<file path="src/pkg/capture_compare_pkg.sv">
package capture_compare_pkg;

   // bus geometry
   localparam int ADDR_W = 8;
   localparam int DATA_W = 32;
   localparam int TMR_W = 16;
   localparam int NUM_TMR = 2;

   // register byte offsets
   localparam logic [7:0] OFS_CTRL = 8'h00;
   localparam logic [7:0] OFS_TCFG0 = 8'h04;
   localparam logic [7:0] OFS_TCFG1 = 8'h08;
   localparam logic [7:0] OFS_TCNT0 = 8'h0c;
   localparam logic [7:0] OFS_TCNT1 = 8'h10;
   localparam logic [7:0] OFS_TREL0 = 8'h14;
   localparam logic [7:0] OFS_TREL1 = 8'h18;
   localparam logic [7:0] OFS_STAT = 8'h1c;
   localparam logic [7:0] OFS_MASK = 8'h20;
   localparam logic [7:0] OFS_CHCFG = 8'h40;
   localparam logic [7:0] OFS_CHVAL = 8'h80;

   // control register bit positions
   localparam int CTRL_RUN0 = 0;
   localparam int CTRL_RUN1 = 1;
   localparam int CTRL_STAG = 2;

   // status bit of a timer overflow, above the channel bits
   localparam int STAT_TOVF0 = 16;
   localparam int STAT_W = 18;

   // staggered operation: one timer step every eight cycles
   localparam int STAG_SLOTS = 8;
   localparam logic [2:0] STAG_LAST = 3'h7;

   // prescaler counter width, dividers 1 to 128
   localparam int PRESC_W = 7;

   // timer reset value and full count
   localparam logic [15:0] TMR_RST = 16'h0000;
   localparam logic [15:0] TMR_FULL = 16'hffff;

   typedef enum logic [1:0] {
      SRC_PRESCALE = 2'h0,
      SRC_EXT_OVF = 2'h1,
      SRC_COUNT_IN = 2'h3
   } clk_src_e;

   typedef enum logic [2:0] {
      CH_OFF = 3'h0,
      CH_CAPTURE = 3'h1,
      CH_CMP0 = 3'h4,
      CH_CMP1 = 3'h5,
      CH_CMP2 = 3'h6,
      CH_CMP3 = 3'h7
   } ch_mode_e;

   // channel config: bits 2:0 mode, 4:3 edge, 5 timer, 6 single, 7 double
   typedef struct packed {
      logic dbl;
      logic single;
      logic tsel;
      logic [1:0] edge_sel;
      ch_mode_e mode;
   } ch_cfg_s;

   // timer config: bits 1:0 source, 4:2 prescale exponent
   typedef struct packed {
      logic [2:0] presc;
      clk_src_e src;
   } tmr_cfg_s;

   typedef struct packed {
      logic wr;
      logic rd;
      logic [ADDR_W-1:0] addr;
      logic [DATA_W-1:0] wdata;
   } reg_req_s;

   localparam ch_cfg_s CH_CFG_RST = '{1'b0, 1'b0, 1'b0, 2'h0, CH_OFF};
   localparam tmr_cfg_s TMR_CFG_RST = '{3'h0, SRC_PRESCALE};

endpackage

</file>
<file path="src/hdl/capture_compare_unit.sv">
`timescale 1ns/1ps
// What this block does
// up to sixteen channels, one-cycle resolution, eight cycles staggered
// two independent 16-bit timers, each with a reload register
// timer clock from prescaled system clock or external timer overflow
// timers can also count external count input events
// sixteen channel registers, each on either timer, capture or compare
// each channel owns a pin: capture input or compare output
// capture latches the assigned timer and raises the channel interrupt
// capture edge per channel: rising, falling or either
// compare channels check their timer after each timer step and act on equality
// mode 0: interrupt on every match, pin untouched
// mode 1: every match toggles the pin
// mode 2: interrupt only, at most once per timer period
// mode 3: match sets pin, timer overflow clears it, once per period
// double register: two channels toggle one shared pin
// single event option stops compare output after one edge or pulse
// on overflow a timer reloads from its reload register
module capture_compare_unit
   import capture_compare_pkg::*;
#(
   parameter int N_CH = 16
)
(
   // clock and reset
   input wire logic core_clk_i,
   input wire logic sys_rst_i,
   // register port
   input wire reg_req_s req_i,
   output logic [DATA_W-1:0] rdata_o,
   // timer clock sources
   input wire logic ext_timer_overflow_i,
   input wire logic [NUM_TMR-1:0] count_in_i,
   // channel pins
   input wire logic [N_CH-1:0] cc_pin_i,
   output logic [N_CH-1:0] cc_pin_o,
   output logic [N_CH-1:0] cc_oe_n_o,
   // interrupt
   output logic irq_o
);

   localparam int HALF = N_CH / 2;

   generate
      if (N_CH < 2 || N_CH > 16 || (N_CH % 2) != 0)
      begin : g_bad
         $error("N_CH must be even and between 2 and 16");
      end
   endgenerate

   typedef struct packed {
      logic [DATA_W-1:0] rdata;
      logic [2:0] ctrl;
      logic [NUM_TMR-1:0][4:0] tcfg;
      logic [NUM_TMR-1:0][TMR_W-1:0] tcnt;
      logic [NUM_TMR-1:0][TMR_W-1:0] trel;
      logic [NUM_TMR-1:0] step;
      logic [NUM_TMR-1:0] ovf;
      logic [PRESC_W-1:0] presc;
      logic [2:0] slot;
      logic [N_CH-1:0][7:0] cfg;
      logic [N_CH-1:0][TMR_W-1:0] val;
      logic [N_CH-1:0] fired;
      logic [N_CH-1:0] spent;
      logic [N_CH-1:0] pin;
      logic [N_CH-1:0] oe_n;
      logic [N_CH-1:0] p1;
      logic [N_CH-1:0] p2;
      logic [N_CH-1:0] p3;
      logic [N_CH-1:0] plvl;
      logic [NUM_TMR-1:0] c1;
      logic [NUM_TMR-1:0] c2;
      logic [NUM_TMR-1:0] c3;
      logic [NUM_TMR-1:0] clvl;
      logic [STAT_W-1:0] stat;
      logic [STAT_W-1:0] mask;
      logic irq;
   } state_s;

   state_s st_r;
   state_s st_nxt;

   // channel register decode: valid bit and channel index
   function automatic logic [4:0] chan_dec(input logic [ADDR_W-1:0] a,
                                           input logic [ADDR_W-1:0] base);
      logic [4:0] r;
      r = '0;
      if (a[7:6] == base[7:6] && a[1:0] == 2'h0
          && 32'(a[5:2]) < N_CH)
      begin
         r = {1'b1, a[5:2]};
      end
      return r;
   endfunction

   // outputs straight from the state register
   assign rdata_o = st_r.rdata;
   assign cc_pin_o = st_r.pin;
   assign cc_oe_n_o = st_r.oe_n;
   assign irq_o = st_r.irq;

   // next state of the whole unit
   always_comb
   begin
      logic [4:0] cd;
      logic [4:0] vd;
      logic [NUM_TMR-1:0] tick;
      logic [NUM_TMR-1:0] cnt_rise;
      logic [N_CH-1:0] rise;
      logic [N_CH-1:0] fall;
      logic [N_CH-1:0] hit;
      logic [N_CH-1:0] ev;
      logic [PRESC_W:0] pmask;
      logic stag_ok;
      ch_cfg_s cf;
      tmr_cfg_s tc;
      logic [TMR_W-1:0] tv;
      logic per;
      logic [NUM_TMR-1:0] sw_wr;
      cd = chan_dec(req_i.addr, OFS_CHCFG);
      vd = chan_dec(req_i.addr, OFS_CHVAL);
      tick = '0;
      cnt_rise = '0;
      rise = '0;
      fall = '0;
      hit = '0;
      ev = '0;
      pmask = '0;
      cf = CH_CFG_RST;
      tc = TMR_CFG_RST;
      tv = '0;
      per = 1'b0;
      stag_ok = 1'b0;
      sw_wr = '0;
      st_nxt = st_r;
      st_nxt.rdata = '0;

      // free running prescaler and stagger slot
      st_nxt.presc = st_r.presc + 1'b1;
      st_nxt.slot = st_r.slot + 1'b1;
      stag_ok = !st_r.ctrl[CTRL_STAG] || st_r.slot == STAG_LAST;

      // pin synchronisers: a change counts when stages two and three agree
      st_nxt.p1 = cc_pin_i;
      st_nxt.p2 = st_r.p1;
      st_nxt.p3 = st_r.p2;
      st_nxt.c1 = count_in_i;
      st_nxt.c2 = st_r.c1;
      st_nxt.c3 = st_r.c2;
      for (int i = 0; i < N_CH; i++)
      begin
         if (st_r.p2[i] == st_r.p3[i] && st_r.p3[i] != st_r.plvl[i])
         begin
            st_nxt.plvl[i] = st_r.p3[i];
            rise[i] = st_r.p3[i];
            fall[i] = !st_r.p3[i];
         end
      end
      for (int t = 0; t < NUM_TMR; t++)
      begin
         if (st_r.c2[t] == st_r.c3[t] && st_r.c3[t] != st_r.clvl[t])
         begin
            st_nxt.clvl[t] = st_r.c3[t];
            cnt_rise[t] = st_r.c3[t];
         end
      end

      // register writes
      if (req_i.wr)
      begin
         if (req_i.addr == OFS_CTRL)
            st_nxt.ctrl = req_i.wdata[2:0];
         else if (req_i.addr == OFS_TCFG0)
            st_nxt.tcfg[0] = req_i.wdata[4:0];
         else if (req_i.addr == OFS_TCFG1)
            st_nxt.tcfg[1] = req_i.wdata[4:0];
         else if (req_i.addr == OFS_TCNT0)
            st_nxt.tcnt[0] = req_i.wdata[TMR_W-1:0];
         else if (req_i.addr == OFS_TCNT1)
            st_nxt.tcnt[1] = req_i.wdata[TMR_W-1:0];
         else if (req_i.addr == OFS_TREL0)
            st_nxt.trel[0] = req_i.wdata[TMR_W-1:0];
         else if (req_i.addr == OFS_TREL1)
            st_nxt.trel[1] = req_i.wdata[TMR_W-1:0];
         else if (req_i.addr == OFS_MASK)
            st_nxt.mask = req_i.wdata[STAT_W-1:0];
         else if (cd[4])
         begin
            st_nxt.cfg[cd[3:0]] = req_i.wdata[7:0];
            st_nxt.spent[cd[3:0]] = 1'b0; // rearm single event
            st_nxt.fired[cd[3:0]] = 1'b0;
         end
         else if (vd[4])
            st_nxt.val[vd[3:0]] = req_i.wdata[TMR_W-1:0];
      end

      // register reads, data stand in the following cycle
      if (req_i.rd)
      begin
         if (req_i.addr == OFS_CTRL)
            st_nxt.rdata = DATA_W'(st_r.ctrl);
         else if (req_i.addr == OFS_TCFG0)
            st_nxt.rdata = DATA_W'(st_r.tcfg[0]);
         else if (req_i.addr == OFS_TCFG1)
            st_nxt.rdata = DATA_W'(st_r.tcfg[1]);
         else if (req_i.addr == OFS_TCNT0)
            st_nxt.rdata = DATA_W'(st_r.tcnt[0]);
         else if (req_i.addr == OFS_TCNT1)
            st_nxt.rdata = DATA_W'(st_r.tcnt[1]);
         else if (req_i.addr == OFS_TREL0)
            st_nxt.rdata = DATA_W'(st_r.trel[0]);
         else if (req_i.addr == OFS_TREL1)
            st_nxt.rdata = DATA_W'(st_r.trel[1]);
         else if (req_i.addr == OFS_STAT)
         begin
            st_nxt.rdata = DATA_W'(st_r.stat);
            st_nxt.stat = '0; // read clears, later sets win
         end
         else if (req_i.addr == OFS_MASK)
            st_nxt.rdata = DATA_W'(st_r.mask);
         else if (cd[4])
            st_nxt.rdata = DATA_W'(st_r.cfg[cd[3:0]]);
         else if (vd[4])
            st_nxt.rdata = DATA_W'(st_r.val[vd[3:0]]);
      end

      // timers: clock source select, count up, reload on overflow
      for (int t = 0; t < NUM_TMR; t++)
      begin
         tc = tmr_cfg_s'(st_r.tcfg[t]);
         pmask = (PRESC_W+1)'((8'h1 << tc.presc) - 8'h1);
         case (tc.src)
            SRC_PRESCALE:
               tick[t] = (st_r.presc & pmask[PRESC_W-1:0])
                         == pmask[PRESC_W-1:0];
            SRC_EXT_OVF:
               tick[t] = ext_timer_overflow_i;
            SRC_COUNT_IN:
               tick[t] = cnt_rise[t];
            default:
               tick[t] = 1'b0;
         endcase
         // a software write of the count wins over this cycle's step,
         // so a running timer can be moved without losing the new value
         sw_wr[t] = req_i.wr
                    && req_i.addr == (t == 0 ? OFS_TCNT0 : OFS_TCNT1);
         tick[t] = tick[t] && st_r.ctrl[CTRL_RUN0 + t] && stag_ok
                   && !sw_wr[t];
         st_nxt.step[t] = tick[t];
         st_nxt.ovf[t] = tick[t] && st_r.tcnt[t] == TMR_FULL;
         if (tick[t])
         begin
            if (st_r.tcnt[t] == TMR_FULL)
               st_nxt.tcnt[t] = st_r.trel[t];
            else
               st_nxt.tcnt[t] = st_r.tcnt[t] + 1'b1;
         end
         if (st_nxt.ovf[t])
            st_nxt.stat[STAT_TOVF0 + t] = 1'b1;
      end

      // compare hits: timer just stepped onto the channel value
      for (int c = 0; c < N_CH; c++)
      begin
         cf = ch_cfg_s'(st_r.cfg[c]);
         hit[c] = cf.mode[2] && !st_r.spent[c]
                  && st_r.step[cf.tsel]
                  && st_r.tcnt[cf.tsel] == st_r.val[c];
      end

      // channel actions
      for (int c = 0; c < N_CH; c++)
      begin
         cf = ch_cfg_s'(st_r.cfg[c]);
         tv = st_r.tcnt[cf.tsel];
         per = st_r.ovf[cf.tsel];
         if (per)
            st_nxt.fired[c] = 1'b0;
         case (cf.mode)
            CH_CAPTURE:
            begin
               if ((rise[c] && cf.edge_sel[0])
                   || (fall[c] && cf.edge_sel[1]))
               begin
                  st_nxt.val[c] = tv;
                  ev[c] = 1'b1;
               end
            end
            CH_CMP0:
            begin
               if (hit[c])
               begin
                  ev[c] = 1'b1;
                  st_nxt.spent[c] = cf.single;
               end
            end
            CH_CMP1:
            begin
               if (hit[c])
               begin
                  st_nxt.pin[c] = !st_r.pin[c];
                  ev[c] = 1'b1;
                  st_nxt.spent[c] = cf.single;
               end
            end
            CH_CMP2:
            begin
               if (hit[c] && (!st_r.fired[c] || per))
               begin
                  ev[c] = 1'b1;
                  st_nxt.fired[c] = 1'b1;
                  st_nxt.spent[c] = cf.single;
               end
            end
            CH_CMP3:
            begin
               if (per && st_r.pin[c])
               begin
                  st_nxt.pin[c] = 1'b0;
                  st_nxt.spent[c] = cf.single;
               end
               if (hit[c] && (!st_r.fired[c] || per))
               begin
                  st_nxt.pin[c] = 1'b1;
                  st_nxt.fired[c] = 1'b1;
                  ev[c] = 1'b1;
               end
            end
            default:
            begin
            end
         endcase
         // pin direction: driven only by output modes
         st_nxt.oe_n[c] = !(cf.mode == CH_CMP1 || cf.mode == CH_CMP3);
      end

      // double register: the upper partner toggles the lower pin too
      for (int c = 0; c < HALF; c++)
      begin
         cf = ch_cfg_s'(st_r.cfg[c]);
         if (cf.dbl)
         begin
            st_nxt.oe_n[c] = 1'b0;
            st_nxt.oe_n[c + HALF] = 1'b1;
            // the partner pin is released, so it keeps its last level
            st_nxt.pin[c + HALF] = st_r.pin[c + HALF];
            if (hit[c] ^ hit[c + HALF])
               st_nxt.pin[c] = !st_r.pin[c];
            else
               st_nxt.pin[c] = st_r.pin[c];
            if (hit[c + HALF])
               ev[c + HALF] = 1'b1;
            if (hit[c])
               ev[c] = 1'b1;
         end
      end

      // sticky status, set wins over the read clear
      st_nxt.stat[N_CH-1:0] = st_nxt.stat[N_CH-1:0] | ev;
      st_nxt.irq = |(st_nxt.stat & st_nxt.mask);
   end

   // single state register
   always_ff @(posedge core_clk_i or posedge sys_rst_i)
   begin
      if (sys_rst_i)
      begin
         st_r <= '0;
         st_r.oe_n <= '1;
      end
      else
      begin
         st_r <= st_nxt;
      end
   end

endmodule

</file>
<file path="config.mk">
export PLATFORM = sky130hd
export DESIGN_NAME = capture_compare_unit
export DESIGN_NICKNAME = d
export VERILOG_FILES = /design/src/pkg/capture_compare_pkg.sv /design/src/hdl/capture_compare_unit.sv
export SDC_FILE = /design/constraint.sdc
export NUM_CORES = 2
export LEC_CHECK = 0
export ABC_AREA = 1
export BUFFER_PORTS_ARGS = -buffer_cell sky130_fd_sc_hd__buf_2
export CAP_MARGIN = 20
export CORE_UTILIZATION = 50
export CTS_CLUSTER_DIAMETER = 200
export CTS_CLUSTER_SIZE = 28
export DETAILED_ROUTE_END_ITERATION = 10
export PLACE_DENSITY = 0.66
export SLEW_MARGIN = 30
export SYNTH_ARGS = -nofsm -noshare
export SYNTH_HDL_FRONTEND = slang
export SYNTH_SLANG_ARGS = --single-unit
</file>
<file path="constraint.sdc">
create_clock -name core_clk_i -period 47.1 [get_ports core_clk_i]
set_input_delay 2.355 -clock core_clk_i [delete_from_list [all_inputs] [get_ports core_clk_i]]
set_output_delay 2.355 -clock core_clk_i [all_outputs]
set_load 0.05 [all_outputs]
</file>
# After elaboration in Yosys (flattened, before gate mapping)
# Index checks and enable logic that the tools add are counted.
# Widths: inputs -> output; s select.
[word_totals] regBits=680 input_bits=63
[classes] n_addsub=6 order_cmp=20 n_eq_ne=198 shifts=2 mux=542 n_bitwise=31 n_reduce_logical=357
[ops] op="$mux 288" n=9
[ops] op="$mux 16" n=78
[ops] op="$mux 256" n=2
[ops] op="$mux 18" n=28
[ops] op="$mux 1" n=357
[ops] op="$bwmux 256" n=1
[ops] op="$eq 16x16->1" n=16
[ops] op="$mux 64" n=4
[ops] op="$eq 3x3->1 const B" n=65
[ops] op="$logic_and 1x1->1" n=144
[ops] op="$bwmux 128" n=1
[ops] op="$pmux 1 s3" n=34
[ops] op="$mux 32" n=3
[ops] op="$logic_not 1->1" n=83
[ops] op="$reduce_and 4->1" n=17
[ops] op="$bmux 16 s4" n=1
[ops] op="$demux 16 s4" n=1
[ops] op="$reduce_or 2->1" n=32
[ops] op="$logic_or 1x1->1" n=49
[ops] op="$eq 3x1->1 const B" n=16
[ops] op="$ne 3x3->1 const B" n=16
[ops] op="$add 16x1->16 const B" n=2
[ops] op="$and 16x16->16" n=2
[ops] op="$bmux 8 s4" n=1
[ops] op="other kinds (43)" n=194

# Longest topological paths before layout
[depth] word_depth=22 ltp_mapped=20 mapped_depth_nobuf=18

# Worst setup path after synthesis
# No wires, ideal clock.
[synth_path] path_type="input-to-reg" start="input port req_i[33] in the netlist's numbering" end="register st_r[201] in the netlist's numbering" setup_time_ns=0.120 arrival_time_ns=3.913 slack_ns=43.067 cell_stages=11 path_cell_list="nor2_2 > nand3_1 > nor2_2 > buf_2 > buf_4 > nand3_1 > buf_2 > nand2_1 > o21ai_0 > o21ai_0 > inv_1"
[synth_rtl] item="start: declaration" line="capture_compare_unit.sv:29" source="input wire reg_req_s req_i,"
[synth_rtl] item="end signal: assignment" line="capture_compare_unit.sv:373" source="st_r <= st_nxt;"
[synth_rtl] item="end: declaration" line="capture_compare_unit.sv:80" source="state_s st_r;"

==> impl_metrics.env <==
export IMPL_dieArea_mm2=0.09195
export IMPL_area_delta_synth_final_pct=3.965
export IMPL_first_global_vias=44040
export IMPL_num_io_pins=128
export IMPL_initial_antenna_violation_count=24
export IMPL_ctsLongestPathBuffers=3
export IMPL_crit_path_cell_trace="buf_2 > inv_2 > nand3_2 > nor2_2 > nor3_2 > nand2_1 > nor2_2 > inv_2 > nand2_1 > nand2_1 > inv_1 > nand3_1 > a21oi_1 > nand2_1 > nor2_1 > nand3_1"
export IMPL_setup_reg_to_reg_worst_slack_ns=42.26
export IMPL_worst_hold_stages=0
export IMPL_synthCells=7131
export IMPL_globalplace_congestion=1.100
export IMPL_drt_pass1_iter_count=7
export IMPL_p_leak_nw=23.54
export IMPL_busiest_layer="met2"
export IMPL_route_vias_total=50510
export IMPL_timing_critical_path_fanout_max=13
export IMPL_cts_resized=0
export IMPL_die_height_um=303.2
export IMPL_nets=7044
export IMPL_design_area_mm2=0.04717
export IMPL_run_status="finished, final reports clean"
export IMPL_cp_max_stage_delay_ns=0.68
export IMPL_timing_worst_setup_path_type="primary input to flip-flop"
export IMPL_route_detailed_drc=0
export IMPL_report_final_slew_viol_count=0
export IMPL_crit_reg2reg_capture="irq_o"
export IMPL_path_type_of_the_worst_min_delay_path="flip-flop to flip-flop"
export IMPL_route_detailed_vias_per_inst=6.161
export IMPL_pin_count_of_the_biggest_net_entering_global_routing=127
export IMPL_post_cts_hold_buffer_count=0
export IMPL_cts_num_sinks=666
export IMPL_total_track_usage_pct=49.71
export IMPL_grt_util_met1_pct=62.94
export IMPL_gr_usage_met3_pct=16.07
export IMPL_timing_max_cap_violations=0
export IMPL_worst_margin_pin_slew_ns=1.183
export IMPL_setup_viol=0
export IMPL_synth_distinct_cells=61
export IMPL_core_mm2=0.09001
export IMPL_worstSetupStartpoint="req_i[36]"
export IMPL_holdPathEnd="st_nxt[76]"
export IMPL_drt_wl_total_um=233500
export IMPL_die_width_um=303.2
export IMPL_fin_crit_ns=5.857
export IMPL_clock_fmax_ghz=0.1707
export IMPL_setup_worst_path_end_class="flip-flop"
export IMPL_async_reset_ff_share_pct=100.0
export IMPL_syn_area_mm2=0.04537
export IMPL_detail_route_wl_per_cell_um=28.48
export IMPL_synth_yosys_seq_area_share_pct=36.78
export IMPL_grt_met2_usage_pct=69.69
export IMPL_placement_io_buffers=99
export IMPL_layout_worst_path_cycle_share_pct=12.44
export IMPL_start_kind="primary input"
export IMPL_ctsRootBufferMaster="sky130_fd_sc_hd__clkbuf_16"
export IMPL_timing_reg2reg_worst_path_depth=16
export IMPL_ctsHtreeMaxLevel=1
export IMPL_clock_tree_from_tritoncts="done"
export IMPL_path_common_cell="sky130_fd_sc_hd__nand2_1"
export IMPL_drtAntennaViolNets=0
export IMPL_synth_edf_count=0
export IMPL_fin_setup_tns_ns=0
export IMPL_slew_limit_headroom_pct=21.11
export IMPL_flops_latches_synth=666
export IMPL_syn_avg_cell_area_um2=6.363
export IMPL_critical_path_required_ns=47.64
export IMPL_cts_buffers_inserted=27
export IMPL_iteration_0_drc_markers=8376
export IMPL_grt_remaining_overflow=0
export IMPL_drive_gt1_share_pct=5.617
export IMPL_synth_main_ff_cell="sky130_fd_sc_hd__dfrtp_1"
export IMPL_worst_skew_pair_late_latency_ns=0.71
export IMPL_postCtsSetupBuffers=0
export IMPL_hold_viol=0
export IMPL_layout_cells_most_common_list="sky130_fd_sc_hd__nand2_1 (2394), sky130_fd_sc_hd__o21ai_0 (815), sky130_fd_sc_hd__inv_1 (811), sky130_fd_sc_hd__nor2_1 (655), sky130_fd_sc_hd__dfrtp_1 (634)"
export IMPL_clock_skews_ns=0.06349
export IMPL_slowest_stage="sky130_fd_sc_hd__nor2_2"
export IMPL_hold_path_startpoint="st_nxt[92]"
export IMPL_row_count=110
export IMPL_first_pass_grt_wire_length_um=321900
export IMPL_detailed_place_hpwl_um=163900
export IMPL_clk_transition_reported_paths_ns=0.12
export IMPL_floorplan_initialDensity_pct=50.41
export IMPL_commonest_non_fill_non_tap_cell_in_the_layout="sky130_fd_sc_hd__nand2_1"
export IMPL_synthesis_yosys_warnings=0
export IMPL_critical_path_arrival_ns=6.40
export IMPL_detailed_place_area_mm2=0.04630
export IMPL_cell_area_power_density_mw_per_mm2=40.00
export IMPL_setup_repair_after_global_routing_missed_its_margin="false"
export IMPL_critical_register_to_register_path_startpoint="st_r[624]"
export IMPL_vdd_ir_drop_worst_v=0.00003465
[per-layer routing]
metal | part of all wire, % | vias up | routed length [um]
met2 | 40 | 3816 | 93460
met1 | 36 | 23320 | 85230
li1 | - | 22440 | -
met5 | 0.11 | - | 250
met4 | 9.2 | 14 | 21440
met3 | 14 | 921 | 33140
[synth_stat cells, types with 7 or more instances]
master	number	area [um2]
sky130_fd_sc_hd__o22ai_1	85	531.8
sky130_fd_sc_hd__buf_4	78	585.6
sky130_fd_sc_hd__nand2_1	2399	9005
sky130_fd_sc_hd__buf_2	141	705.7
sky130_fd_sc_hd__dfrtp_1	650	16270
sky130_fd_sc_hd__o21ai_1	43	215.2
sky130_fd_sc_hd__inv_1	818	3070
sky130_fd_sc_hd__and2_1	7	43.79
sky130_fd_sc_hd__nand2_2	7	43.79
sky130_fd_sc_hd__a32oi_1	11	96.34
sky130_fd_sc_hd__nor2_1	662	2485
sky130_fd_sc_hd__a21oi_1	276	1381
sky130_fd_sc_hd__o221ai_1	23	201.4
sky130_fd_sc_hd__a31oi_1	31	193.9
sky130_fd_sc_hd__inv_2	34	127.6
sky130_fd_sc_hd__xnor2_1	13	113.9
sky130_fd_sc_hd__nand3_1	446	2232
sky130_fd_sc_hd__clkinv_1	8	30.03
sky130_fd_sc_hd__mux2i_1	11	110.1
sky130_fd_sc_hd__and3b_1	11	96.34
sky130_fd_sc_hd__xor2_1	43	376.6
sky130_fd_sc_hd__nor2_2	19	118.9
sky130_fd_sc_hd__buf_1	8	30.03
sky130_fd_sc_hd__dfstp_2	16	420.4
sky130_fd_sc_hd__clkbuf_1	179	671.9
sky130_fd_sc_hd__o211ai_1	54	405.4
sky130_fd_sc_hd__o21ai_0	815	4079
sky130_fd_sc_hd__nand3b_1	22	165.2
sky130_fd_sc_hd__o2111ai_1	17	148.9
sky130_fd_sc_hd__a211oi_1	14	105.1
sky130_fd_sc_hd__or2_2	13	81.33
sky130_fd_sc_hd__nand4_1	45	281.5
sky130_fd_sc_hd__nor3_1	51	255.2
[power breakdown]
part           internal [W]  switching, W
registers          0.000611     0.0000689
clock network      0.000111      0.000209
logic              0.000198      0.000689
total              0.000920      0.000967
[how the worst max path moves through the flow]
stage                        endpoint  slack (ns)  cells past startpoint
after CTS                       irq_o       41.44                     16
after detailed placement        irq_o       40.74                     16
final                           irq_o       41.24                     16
after floorplan           cc_pin_o[0]       26.11                      1
after global placement          irq_o       40.72                     16
after global routing            irq_o       41.25                     16
[area by class of cell]
| type | instances | area [um2] |
|---|---|---|
| fill | 9313 | 42840 |
| multi-input combinational | 5209 | 23570 |
| sequential | 666 | 16710 |
| inverter | 861 | 3242 |
| tap | 1176 | 1471 |
| timing repair buffer | 211 | 1344 |
| clock buffer | 48 | 754.5 |
| antenna | 26 | 65.06 |
| clock inverter | 2 | 17.52 |
[critical path: cells and delay by family]
| kind | cells | cell delay (ns) |
|---|---|---|
| compound gates | 1 | 0.22 |
| buf+inv | 4 | 1.22 |
| simple gates | 11 | 2.57 |
[stage by stage]
step                      instances  worst slack (ns)  util [%]  power (W)  hold slack (ns)
after floorplan                7144             26.11         -   0.001141           0.3312
after global placement         8123             40.72     51.41   0.001503           0.3331
after detailed placement       8123             40.74     51.44   0.001507           0.3364
after CTS                      8173             41.44     52.30   0.001817           0.3489
after global routing           8176             41.25     52.34   0.001930           0.3604
final                          8199             41.24     52.41   0.001887           0.3410
[sequential cells by signal, summed over array words and instances, names as in the netlist]
name / flops
cc_pin_o: 16
st_nxt: 36
st_r: 579
cc_oe_n_o: 16
rdata_o: 18
irq_o: 1
[kinds of logic (layout without fill, tap and decap cells)]
| logic type | count (synthesis) | after routing | share of synthesized area, % |
|---|---|---|---|
| DFF | 666 | 666 | 36.78 |
| buffers and inverters | 1269 | 1122 | 11.56 |
| and+or+nand+nor | 3714 | 3714 | 33.24 |
| adders and majority gates | 7 | 7 | 0.1820 |
| other | 1 | 40 | 0.008265 |
| muxes | 14 | 14 | 0.3171 |
| AOI/OAI and AO/OA | 1404 | 1404 | 16.84 |
| xor gates and xnor gates | 56 | 56 | 1.081 |
No activity file was read; power rests on OpenSTA's default activity.
